**config.mk**
```make
export PLATFORM = sky130hd
export DESIGN_NAME = hpsc_ctrl
export DESIGN_NICKNAME = d
export VERILOG_FILES = /design/src/hdl/hpsc_ctrl.v
export VERILOG_INCLUDE_DIRS = /design/src /design/src/hdl
export SDC_FILE = /design/constraint.sdc
export NUM_CORES = 1
export LEC_CHECK = 0
export BUFFER_PORTS_ARGS = -buffer_cell sky130_fd_sc_hd__buf_2
export CAP_MARGIN = 20
export CORE_MARGIN = 2
export CORE_UTILIZATION = 33
export CTS_BUF_LIST = sky130_fd_sc_hd__clkbuf_16
export CTS_CLUSTER_SIZE = 20
export DETAILED_ROUTE_END_ITERATION = 16
export PLACE_DENSITY_LB_ADDON = 0.05
export SKIP_LAST_GASP = 1
export SLEW_MARGIN = 20
export SYNTH_ARGS = -nofsm -noshare
export SYNTH_HDL_FRONTEND = slang
export SYNTH_SLANG_ARGS = --single-unit
```
**constraint.sdc**
```tcl
create_clock -name clk -period 4.08 [get_ports clk]
set_input_delay 0.204 -clock clk [delete_from_list [all_inputs] [get_ports clk]]
set_output_delay 0.204 -clock clk [all_outputs]
set_load 0.02 [all_outputs]
```
**src/hdl/hpsc_regs.vh**
```
// hpsc_regs.vh: constants of the power switch control block
// assumes a 25 MHz system clock; included by the design file, the monitor and the bench
`ifndef HPSC_REGS_VH
`define HPSC_REGS_VH

// ----------------------------------------------------------------
// timing
// ----------------------------------------------------------------
`define HPSC_CLK_HZ        25000000
`define HPSC_DEBOUNCE_MS   100
`define HPSC_STARTUP_MS    100
`define HPSC_COOLDOWN_S    5
`define HPSC_RETRY_RATIO   50
`define HPSC_SYNC_SETTLE   2'h3

// ----------------------------------------------------------------
// fault bit positions
// ----------------------------------------------------------------
`define HPSC_F_OV          0
`define HPSC_F_UV          1
`define HPSC_F_OC          2
`define HPSC_F_PBAD        3
`define HPSC_F_PRESENT     4
`define HPSC_FAULT_W       5

// ----------------------------------------------------------------
// power-good io configuration codes {hi, lo}
// ----------------------------------------------------------------
`define HPSC_PG_GPIO       2'h0
`define HPSC_PG_GOOD       2'h1
`define HPSC_PG_BAD        2'h2

// ----------------------------------------------------------------
// reset values
// ----------------------------------------------------------------
`define HPSC_IO1_DRV_RST   1'h1
`define HPSC_IO2_DRV_RST   1'h0
`define HPSC_IO3_DRV_RST   1'h1
`define HPSC_ALERT_EN_RST  5'h00
`define HPSC_PBAD_RST      1'h1

`endif

```
**src/hdl/hpsc_ctrl.v**
```verilog
// hpsc_ctrl.v: digital control of a board power switch with fault logging
// assumes comparator outputs and pins are asynchronous and synchronised here
`include "hpsc_regs.vh"
`default_nettype none

// Behaviour
// - gate may turn on only while board-present input is low
// - every change of board-present level is logged as a fault entry
// - board-present falling edge samples turn-on input and clears faults
// - turn-on rising edge switches on, falling edge switches off
// - turn-on high at power-up sets switch-on bit 100 ms later
// - turn-on low at power-up stays off until host sets switch-on bit or turn-on rises
// - turn-on falling edge clears the fault register
// - power bad when feedback low; two bits set power-good io behaviour
// - power-bad fault logged only after start-up with gate on
// - io1 pulls low when its drive bit clear; level bit mirrors pin
// - io1 may output power-good or power-bad state, also a status bit
// - io2 pulls low when its drive bit set; level bit mirrors pin
// - io2 pulls low as alert for enabled faults; default released
// - io3 pulls low when drive bit set, low by default; level mirrored
// - overvoltage logs a fault and turns gate off
// - undervoltage logs a fault and turns gate off
// - undervoltage input below reset level clears faults, allows turn-on
// - overcurrent fault logged if current limited at start-up end
// - auto-retry holds switch off for cool-down, one-to-fifty duty
// - internal timers: 100 ms start-up, 5 s cool-down
// - serial data shifted on rising edges of serial clock
// - slave address from two three-state inputs, nine addresses
// - input range and board present must hold 100 ms before turn-on
// - power-on reset clears faults and sets control defaults
module hpsc_ctrl #(
    parameter DEBOUNCE_CYC = (`HPSC_CLK_HZ / 1000) * `HPSC_DEBOUNCE_MS,
    parameter STARTUP_CYC  = (`HPSC_CLK_HZ / 1000) * `HPSC_STARTUP_MS,
    parameter COOLDOWN_CYC = `HPSC_CLK_HZ * `HPSC_COOLDOWN_S,
    parameter CNT_W        = 28
) (
    // clock, reset, enable
    input  wire                      clk,
    input  wire                      sys_rst,
    input  wire                      clk_en,
    // comparator and pin inputs (asynchronous)
    input  wire                      board_present_n,
    input  wire                      turn_on_in,
    input  wire                      overvoltage_input,
    input  wire                      undervoltage_input,
    input  wire                      uv_reset_low,
    input  wire                      output_feedback_input,
    input  wire                      current_limit_in,
    input  wire                      timer_internal,
    input  wire                      startup_timer_done,
    input  wire                      cooldown_timer_done,
    // host control bits
    input  wire                      host_switch_on_set,
    input  wire                      host_switch_on_clr,
    input  wire                      host_fault_clr,
    input  wire                      autoretry_oc_en,
    input  wire                      pgood_cfg_bit_lo,
    input  wire                      pgood_cfg_bit_hi,
    input  wire                      io1_drive_bit,
    input  wire                      io2_drive_bit,
    input  wire                      io3_drive_bit,
    input  wire [`HPSC_FAULT_W-1:0]  alert_enable,
    // serial pins
    input  wire                      serial_clk,
    input  wire                      serial_data_in,
    input  wire [1:0]                slave_addr_sel0,
    input  wire [1:0]                slave_addr_sel1,
    output wire                      serial_rise,
    output reg                       serial_bit_r,
    output reg  [3:0]                slave_addr_r,
    // open-drain io pins
    input  wire                      power_good_io_in,
    output wire                      power_good_io_out,
    output wire                      power_good_io_oe,
    input  wire                      alert_io_in,
    output wire                      alert_io_out,
    output wire                      alert_io_oe,
    input  wire                      aux_io_in,
    output wire                      aux_io_out,
    output wire                      aux_io_oe,
    // status
    output reg                       gate_on_r,
    output reg                       switch_on_bit_r,
    output reg  [`HPSC_FAULT_W-1:0]  fault_r,
    output reg                       power_bad_status_bit_r,
    output reg                       io1_level_bit_r,
    output reg                       io2_level_bit_r,
    output reg                       io3_level_bit_r,
    output reg                       startup_done_r
);

// ----------------------------------------------------------------
// input synchronisers
// ----------------------------------------------------------------
localparam NS = 15;
wire [NS-1:0] raw = {serial_data_in, serial_clk, aux_io_in, alert_io_in,
                     power_good_io_in, cooldown_timer_done, startup_timer_done,
                     timer_internal, current_limit_in, output_feedback_input,
                     uv_reset_low, undervoltage_input, overvoltage_input,
                     turn_on_in, board_present_n};
reg  [NS-1:0] s1_r;
reg  [NS-1:0] s2_r;
reg  [NS-1:0] s3_r;
genvar gi;
generate
    for (gi = 0; gi < NS; gi = gi + 1)
    begin : g_sync
        always @(posedge clk)
        begin
            if (sys_rst)
            begin
                s1_r[gi] <= 1'h0;
                s2_r[gi] <= 1'h0;
                s3_r[gi] <= 1'h0;
            end
            else if (clk_en)
            begin
                s1_r[gi] <= raw[gi];
                s2_r[gi] <= s1_r[gi];
                s3_r[gi] <= s2_r[gi];
            end
        end
    end
endgenerate

// edges and fault sets wait until the third stage holds real pin samples;
// otherwise the reset zeros look like a level change on every idle-high pin
reg  [1:0] settle_r;
always @(posedge clk)
begin
    if (sys_rst)
        settle_r <= 2'h0;
    else if (clk_en && (settle_r != `HPSC_SYNC_SETTLE))
        settle_r <= settle_r + 2'h1;
end
wire settled    = (settle_r == `HPSC_SYNC_SETTLE);

wire present_n  = s2_r[0];
wire on_lvl     = s2_r[1];
wire ov         = s2_r[2];
wire uv         = s2_r[3];
wire uv_rst     = s2_r[4];
wire fb_ok      = s2_r[5];
wire ilim       = s2_r[6];
wire tmr_int    = s2_r[7];
wire ext_su     = s2_r[8];
wire ext_cd     = s2_r[9];
wire present_fe = settled & s3_r[0] & ~s2_r[0];
wire present_ch = settled & (s3_r[0] ^ s2_r[0]);
wire on_re      = settled & ~s3_r[1] & s2_r[1];
wire on_fe      = settled & s3_r[1] & ~s2_r[1];

// ----------------------------------------------------------------
// serial pins: sampling only, protocol lives elsewhere
// ----------------------------------------------------------------
assign serial_rise = settled & ~s3_r[13] & s2_r[13] & clk_en;

// strap capture after reset release, not under reset
reg addr_taken_r;
always @(posedge clk)
begin
    if (sys_rst)
    begin
        serial_bit_r <= 1'h0;
        slave_addr_r <= 4'h0;
        addr_taken_r <= 1'h0;
    end
    else if (clk_en)
    begin
        if (serial_rise)
            serial_bit_r <= s2_r[14];
        if (!addr_taken_r)
        begin
            slave_addr_r <= ((slave_addr_sel1 > 2'h2) ? 4'h2 : {2'h0, slave_addr_sel1}) * 4'h3
                          + ((slave_addr_sel0 > 2'h2) ? 4'h2 : {2'h0, slave_addr_sel0});
            addr_taken_r <= 1'h1;
        end
    end
end

// ----------------------------------------------------------------
// power-up hold-off and input qualification
// ----------------------------------------------------------------
wire inputs_ok = ~ov & uv & ~present_n;
reg  [CNT_W-1:0] qual_cnt_r;
reg              qualified_r;
reg              first_qual_r;
always @(posedge clk)
begin
    if (sys_rst)
    begin
        qual_cnt_r   <= {CNT_W{1'b0}};
        qualified_r  <= 1'h0;
        first_qual_r <= 1'h1;
    end
    else if (clk_en)
    begin
        if (!inputs_ok)
        begin
            qual_cnt_r  <= {CNT_W{1'b0}};
            qualified_r <= 1'h0;
        end
        else if (qual_cnt_r < DEBOUNCE_CYC[CNT_W-1:0] - 1'b1)
            qual_cnt_r <= qual_cnt_r + 1'b1;
        else
        begin
            qualified_r <= 1'h1;
            if (!qualified_r)
                first_qual_r <= 1'h0;
        end
    end
end
wire qual_rise = inputs_ok && !qualified_r && (qual_cnt_r == DEBOUNCE_CYC[CNT_W-1:0] - 1'b1);

// ----------------------------------------------------------------
// start-up timer and auto-retry cool-down
// ----------------------------------------------------------------
reg  [CNT_W-1:0] su_cnt_r;
reg  [CNT_W-1:0] cd_cnt_r;
reg              cooling_r;
wire su_end  = tmr_int ? (su_cnt_r == STARTUP_CYC[CNT_W-1:0] - 1'b1) : ext_su;
wire cd_end  = tmr_int ? (cd_cnt_r == COOLDOWN_CYC[CNT_W-1:0] - 1'b1) : ext_cd;
wire oc_trip = gate_on_r & ~startup_done_r & su_end & ilim;

// ----------------------------------------------------------------
// switch control and fault logging
// ----------------------------------------------------------------
wire pbad = ~fb_ok;
reg  [`HPSC_FAULT_W-1:0] fault_set;
reg                      fault_clear;
always @*
begin
    fault_set = {`HPSC_FAULT_W{1'b0}};
    fault_set[`HPSC_F_OV]      = ov;
    fault_set[`HPSC_F_UV]      = ~uv & ~uv_rst;
    fault_set[`HPSC_F_OC]      = oc_trip;
    fault_set[`HPSC_F_PBAD]    = pbad & startup_done_r & gate_on_r;
    fault_set[`HPSC_F_PRESENT] = present_ch;
    if (!settled)
        fault_set = {`HPSC_FAULT_W{1'b0}};
    fault_clear = present_fe | on_fe | uv_rst | host_fault_clr;
end

always @(posedge clk)
begin
    if (sys_rst)
    begin
        fault_r         <= {`HPSC_FAULT_W{1'b0}};
        switch_on_bit_r <= 1'h0;
        gate_on_r       <= 1'h0;
        startup_done_r  <= 1'h0;
        su_cnt_r        <= {CNT_W{1'b0}};
        cd_cnt_r        <= {CNT_W{1'b0}};
        cooling_r       <= 1'h0;
    end
    else if (clk_en)
    begin
        // set wins over clear so no event is lost
        fault_r <= (fault_clear ? {`HPSC_FAULT_W{1'b0}} : fault_r) | fault_set;

        // switch-on bit
        if (first_qual_r && qual_rise)
            switch_on_bit_r <= on_lvl;
        else if (present_fe)
            switch_on_bit_r <= on_lvl;
        else if (on_re || host_switch_on_set)
            switch_on_bit_r <= 1'h1;
        else if (on_fe || host_switch_on_clr || oc_trip)
            switch_on_bit_r <= 1'h0;

        // gate: off on any hard fault; latched overvoltage and undervoltage faults hold it off until cleared
        if (!qualified_r || ov || !uv || !switch_on_bit_r || cooling_r
            || fault_r[`HPSC_F_OV] || fault_r[`HPSC_F_UV] || oc_trip)
            gate_on_r <= 1'h0;
        else
            gate_on_r <= 1'h1;

        // start-up interval restarts whenever gate drops
        if (!gate_on_r)
        begin
            su_cnt_r       <= {CNT_W{1'b0}};
            startup_done_r <= 1'h0;
        end
        else if (!startup_done_r)
        begin
            su_cnt_r <= su_cnt_r + 1'b1;
            if (su_end && !ilim)
                startup_done_r <= 1'h1;
        end

        // cool-down then retry; internal timer counts give the 1:50 ratio
        if (oc_trip && autoretry_oc_en)
        begin
            cooling_r <= 1'h1;
            cd_cnt_r  <= {CNT_W{1'b0}};
        end
        else if (cooling_r)
        begin
            cd_cnt_r <= cd_cnt_r + 1'b1;
            if (cd_end)
            begin
                cooling_r       <= 1'h0;
                switch_on_bit_r <= 1'h1;
            end
        end
    end
end

// ----------------------------------------------------------------
// open-drain io and status mirrors
// ----------------------------------------------------------------
wire [1:0] pg_cfg   = {pgood_cfg_bit_hi, pgood_cfg_bit_lo};
wire       pg_view  = ~startup_done_r | pbad;
reg        io1_low;
always @*
begin
    if (pg_cfg == `HPSC_PG_GOOD)
        io1_low = pg_view;
    else if (pg_cfg == `HPSC_PG_BAD)
        io1_low = ~pg_view;
    else
        io1_low = ~io1_drive_bit;
end
wire alert = |(fault_r & alert_enable);

assign power_good_io_out = 1'h0;
assign power_good_io_oe  = io1_low;
assign alert_io_out      = 1'h0;
assign alert_io_oe       = io2_drive_bit | alert;
assign aux_io_out        = 1'h0;
assign aux_io_oe         = io3_drive_bit;

always @(posedge clk)
begin
    if (sys_rst)
    begin
        power_bad_status_bit_r <= `HPSC_PBAD_RST;
        io1_level_bit_r        <= 1'h0;
        io2_level_bit_r        <= 1'h0;
        io3_level_bit_r        <= 1'h0;
    end
    else if (clk_en)
    begin
        power_bad_status_bit_r <= pg_view;
        io1_level_bit_r        <= s2_r[10];
        io2_level_bit_r        <= s2_r[11];
        io3_level_bit_r        <= s2_r[12];
    end
end

endmodule // hpsc_ctrl
`default_nettype wire

```
# Word-level counts from Yosys, hierarchy flattened

Cells that the tools add are included.
W data, S select, Z words.

Register bits after elaboration: 140
Logic and storage cells: 169
Input bits: 36

Reductions and logical operators: 29
Multiply operators: 1
Muxes and demuxes: 30
Bitwise operators: 40
Add/subtract/negate cells: 5
Magnitude comparators: 3
Eq/ne operators: 10

Operators with widths:

| cell                    | number |
|---|---|
| $mux W28                | 6 |
| $add A28 B1 Y28 const B | 3 |
| $eq A28 B22 Y1 const B  | 2 |
| $eq A28 B27 Y1 const B  | 1 |
| $lt A28 B22 Y1 const B  | 1 |
| $mux W1                 | 20 |
| $and A1 B1 Y1           | 18 |
| $not A1 Y1              | 14 |
| $reduce_and A2 Y1       | 6 |
| $logic_or A1 B1 Y1      | 10 |
| $mux W5                 | 2 |
| $logic_and A1 B1 Y1     | 6 |
| $ne A2 B2 Y1 const B    | 3 |
| $and A5 B5 Y5           | 1 |
| $or A1 B1 Y1            | 5 |
| $or A5 B5 Y5            | 1 |
| $reduce_or A5 Y1        | 1 |
| $add A4 B2 Y4           | 1 |
| $eq A2 B2 Y1 const B    | 2 |
| $gt A2 B2 Y1 const B    | 2 |
| $logic_not A1 Y1        | 4 |
| $mul A2 B2 Y4 const B   | 1 |
| $mux W2                 | 2 |
| $reduce_and A4 Y1       | 1 |
| other kinds (5)         | 5 |

# Depth between registers and ports, before layout

Depth after elaboration: 12
Depth in mapped cells: 8

# Least setup slack after synthesis

Ideal clock, no wire load.

Path kind: reg-to-reg
From: register su_cnt_r[23]
To: register cd_cnt_r[19]
Arrival: 2704 ps
Path slack: 1307 ps
Period minus slack after synthesis: 2773 ps
Cell stages (with the launch flop): 8
Setup time: 70 ps
Buffers on the path: 1
Cells stage by stage: dfxtp_1 -> or4b_1 -> or4b_4 -> or3_4 -> a2111o_1 -> buf_6 -> or3_1 -> a21oi_1

Word-level cells in the longest chain between the ends: 7
Elaborated cells on any way between the ends: 8
Those cells by class: 1 x eq/ne; 2 x mux; 2 x bitwise; 3 x reduce/logical

Ends and longest elaborated chain:

| item                                | RTL line        | text |
|---|---|---|
| from (decl)                         | hpsc_ctrl.v:218 | `reg [CNT_W-1:0] su_cnt_r;` |
| from (signal assigned)              | hpsc_ctrl.v:252 | `su_cnt_r <= {CNT_W{1'b0}};` |
| from (signal assigned)              | hpsc_ctrl.v:281 | `su_cnt_r <= {CNT_W{1'b0}};` |
| from (signal assigned)              | hpsc_ctrl.v:286 | `su_cnt_r <= su_cnt_r + 1'b1;` |
| $eq A28 B22 Y1 (*)                  | hpsc_ctrl.v:221 | `wire su_end = tmr_int ? (su_cnt_r == STARTUP_CYC[CNT_W-1:0] - 1'b1) : ext_su;` |
| $mux W1 (*)                         | hpsc_ctrl.v:221 |  |
| $and A1 B1 Y1 (*) (2 in a row)      | hpsc_ctrl.v:223 | `wire oc_trip = gate_on_r & ~startup_done_r & su_end & ilim;` |
| $logic_and A1 B1 Y1 (*)             | hpsc_ctrl.v:292 | `if (oc_trip && autoretry_oc_en)` |
| $reduce_bool A2 Y1 (no source line) | -               |  |
| $reduce_and A2 Y1 (no source line)  | -               |  |
| to (signal assigned)                | hpsc_ctrl.v:253 | `cd_cnt_r <= {CNT_W{1'b0}};` |
| to (signal assigned)                | hpsc_ctrl.v:295 | `cd_cnt_r <= {CNT_W{1'b0}};` |
| to (signal assigned)                | hpsc_ctrl.v:299 | `cd_cnt_r <= cd_cnt_r + 1'b1;` |
| to (decl)                           | hpsc_ctrl.v:219 | `reg [CNT_W-1:0] cd_cnt_r;` |

Mark *: on every way between the ends. The rest lies on a longest branch, timed or not.
A chain may end at the register's enable or synchronous reset.

# Worst setup path after layout

From: register su_cnt_r[23]
To: register cd_cnt_r[10]

Same word-level chain as after synthesis.

==> results.yml <==
floorplan:
  io_pins: 60
  dieArea_sq_um: 21000
  std_cell_rows: 51
  initial_utilization_pct: 33.6
  die_w_um: 145
  die_height_um: 145
  core_sq_um: 19500
logic_synthesis:
  synthArstFlopShare_pct: 0
  netlist_instances: 751
  yosysTopAreaCellShare_pct: 42.9
  synth.area.top_cells: "dfxtp_1, mux2i_1, nor2_1"
  ys_ff_latch: 140
  synth_warnings: 0
  yosysUniqueCellTypes: 72
  synth_area_per_cell_sq_um: 8.71
  synth_edf_count: 0
  ys_seq_area_share_pct: 42.9
  yosysTopAreaCell: "dfxtp_1"
  synth_area_sq_um: 6540
  synthFlopType: "dfxtp_1"
clock_tree:
  cts_hold_buf: 0
  clk_path_buf_depth: 2
  clock-sinks: 140
  cts-root-buf: "clkbuf_16"
  path_clk_slew_ps: 60
  htreeDepth: 4
  cts_tree: "done"
  cts-resized-gates: 0
  cts_made_buffers: 17
  clock_latency_ps: 420
  cts_setup_buffers: 0
worst_setup_path:
  crit_required_ps: 4420
  startpoint: "su_cnt_r[23]"
  reg2reg_from: "su_cnt_r[23]"
  worst_ep_arrival_time_ps: 3510
  start_kind: "flop"
  end_kind: "flop"
  cp_max_fo: 11
  crit_type: "flop to flop"
power_and_ir_drop:
  cellLeakagePower_nw: 2.86
  ir_drop_uv: 300
  p_per_area_nw_per_um2: 394
worst_hold_path:
  hp-start: "aux_io_in"
  hp-class: "input pin to flop"
grt:
  grt_pass1_wl_um: 25700
  grt_remaining_overflow: 0
  grt_max_degree: 60
  grt_use_total_pct: 15.4
  antenna_found_initial: 2
  grt_pass1_vias: 5109
timing:
  timing.fmax_mhz: 316
  setup_ws_ps: 917
  rsz0062_at_grt: "no"
  finalClockSkew_ps: 8.32
  whs_ps: 14.3
  setup_viol: 0
  maxSlewViolCount: 0
  relSlewSlack_pct: 40.3
  tns_ps: 0
  finalHoldViolations: 0
  period_share_pct: 77.5
  worst_pin_slew_ps: 884
  fin_crit_ps: 3160
placed_design:
  post-dp-hpwl_um: 10700
  gp_congestion: 0.765
  io_buffer_count: 54
  dpl_worst_slack_ps: 1000
drt:
  route.antenna.remaining_nets: 0
  post_drt_wl_per_cell_um: 14.3
  drc: 0
  dr.pass1.iters: 4
  vias: 5479
  drtIter0Drc: 359
  totalWireLength_um: 15300
  viasPerCell: 5.12
run_status:
  status: "finished clean"
final_layout:
  syn_to_final_growth_pct: 15.1
  layout_common_cells: "dfxtp_1, nor2_1, nand2_1"
  layout-drive-gt1-share_pct: 13.4
  layout_commonest_cell: "dfxtp_1"
  nFillCells: 1966
  layout.nets: 835
flow_run:
  max_cap_viol_count: 0
-- state kept, by name, summed over array words and instances, names as in the netlist, 2 cells and up --
| register | flops |
|---|---|
| cd_cnt_r | 28 |
| fault_r | 5 |
| qual_cnt_r | 28 |
| s1_r | 15 |
| s2_r | 5 |
| s3_r | 3 |
| settle_r | 2 |
| slave_addr_r | 4 |
| su_cnt_r | 28 |
-- worst max-delay path: stages (launching register included) --
cell and delay, ps:
dfxtp_1 360, or4b_1 540, or4b_4 520, nor3_1 580
o21ai_1 400, or4_1 550, a21oi_1 150
-- power by group --
group | switching [mW] | total (mW) | internal (mW)
sequential | 0.0154 | 1.41 | 1.39
combinational | 0.0901 | 0.148 | 0.0580
clock | 0.586 | 1.41 | 0.822
total | 0.691 | 2.96 | 2.27
-- logic make-up (layout without fill, tap and decap cells) --
group / Yosys count / count (layout) / synth area share (%)
XOR/XNOR: 36 / 36 / 4.82
other: 1 / 5 / 0.0574
buffers and inverters: 56 / 107 / 4.02
AND/OR/NAND/NOR: 338 / 338 / 26.5
AO/OA/AOI/OAI: 127 / 127 / 13.2
flip-flops: 140 / 140 / 42.9
adder cells (fa/ha/maj): 8 / 8 / 1.65
multiplexers: 45 / 45 / 6.89
-- synthesized netlist by cell type, drive strengths merged, types with 3 or more instances --
| cell type | count |
|---|---|
| or4 | 15 |
| a22oi | 4 |
| or4b | 3 |
| o211ai | 7 |
| nor2b | 7 |
| o21ai | 17 |
| nor2 | 120 |
| a21o | 4 |
| a311oi | 3 |
| a21oi | 40 |
| and3 | 10 |
| dfxtp | 140 |
| nand2b | 11 |
| nand2 | 58 |
| nand4 | 21 |
| nand3 | 26 |
| mux2i | 45 |
| a41o | 6 |
| ha | 7 |
| nor3 | 9 |
| nor4 | 11 |
| a31oi | 7 |
| and2 | 8 |
| clkbuf | 32 |
| o31ai | 9 |
| a31o | 9 |
| inv | 16 |
| and4 | 8 |
| xor2 | 19 |
| nor4b | 3 |
| buf | 8 |
| or3 | 15 |
| xnor2 | 17 |
-- metal layers --
| layer | global-route usage [%] | up-vias | part of all wire (%) |
|---|---|---|---|
| met5 | 0 | - | 0 |
| met4 | 3.99 | 0 | 0.98 |
| met3 | 4.87 | 11 | 5.3 |
| met2 | 23.5 | 93 | 45 |
| met1 | 21.1 | 2584 | 49 |
| li1 | - | 2791 | - |
-- final cells by class --
cell class,instances,area (sq um),share of cell area (%)
multi-input combinational,557,3480,46.3
sequential,140,2800,37.3
clock buffer,17,425,5.66
tap,265,332,4.41
timing repair buffer,59,308,4.09
clock inverter,15,110,1.46
inverter,16,60.1,0.798
antenna,2,5.00,0.0665
-- stage by stage --
| step | cells | power [mW] | area (sq um) | util (%) |
|---|---|---|---|---|
| after detailed placement | 1037 | 1.59 | 6980 | 35.9 |
| after global routing | 1069 | 3.09 | 7520 | 38.6 |
| after floorplan | 753 | 1.54 | 6550 | - |
| final | 1071 | 2.96 | 7520 | 38.7 |
| after global placement | 1037 | 1.58 | 6980 | 35.9 |
| after CTS | 1069 | 3.01 | 7520 | 38.6 |
-- worst paths after layout --
kind / endpoint / cells past startpoint / slack, ps
worst max-delay path: cd_cnt_r[10] / 6 / 920
worst min-delay path: s1_r[12] / 3 / 10
worst max register to register: cd_cnt_r[10] / 6 / 920
worst min register to register: qual_cnt_r[23] / 1 / 460
No activity file was read; power rests on OpenSTA's default activity.
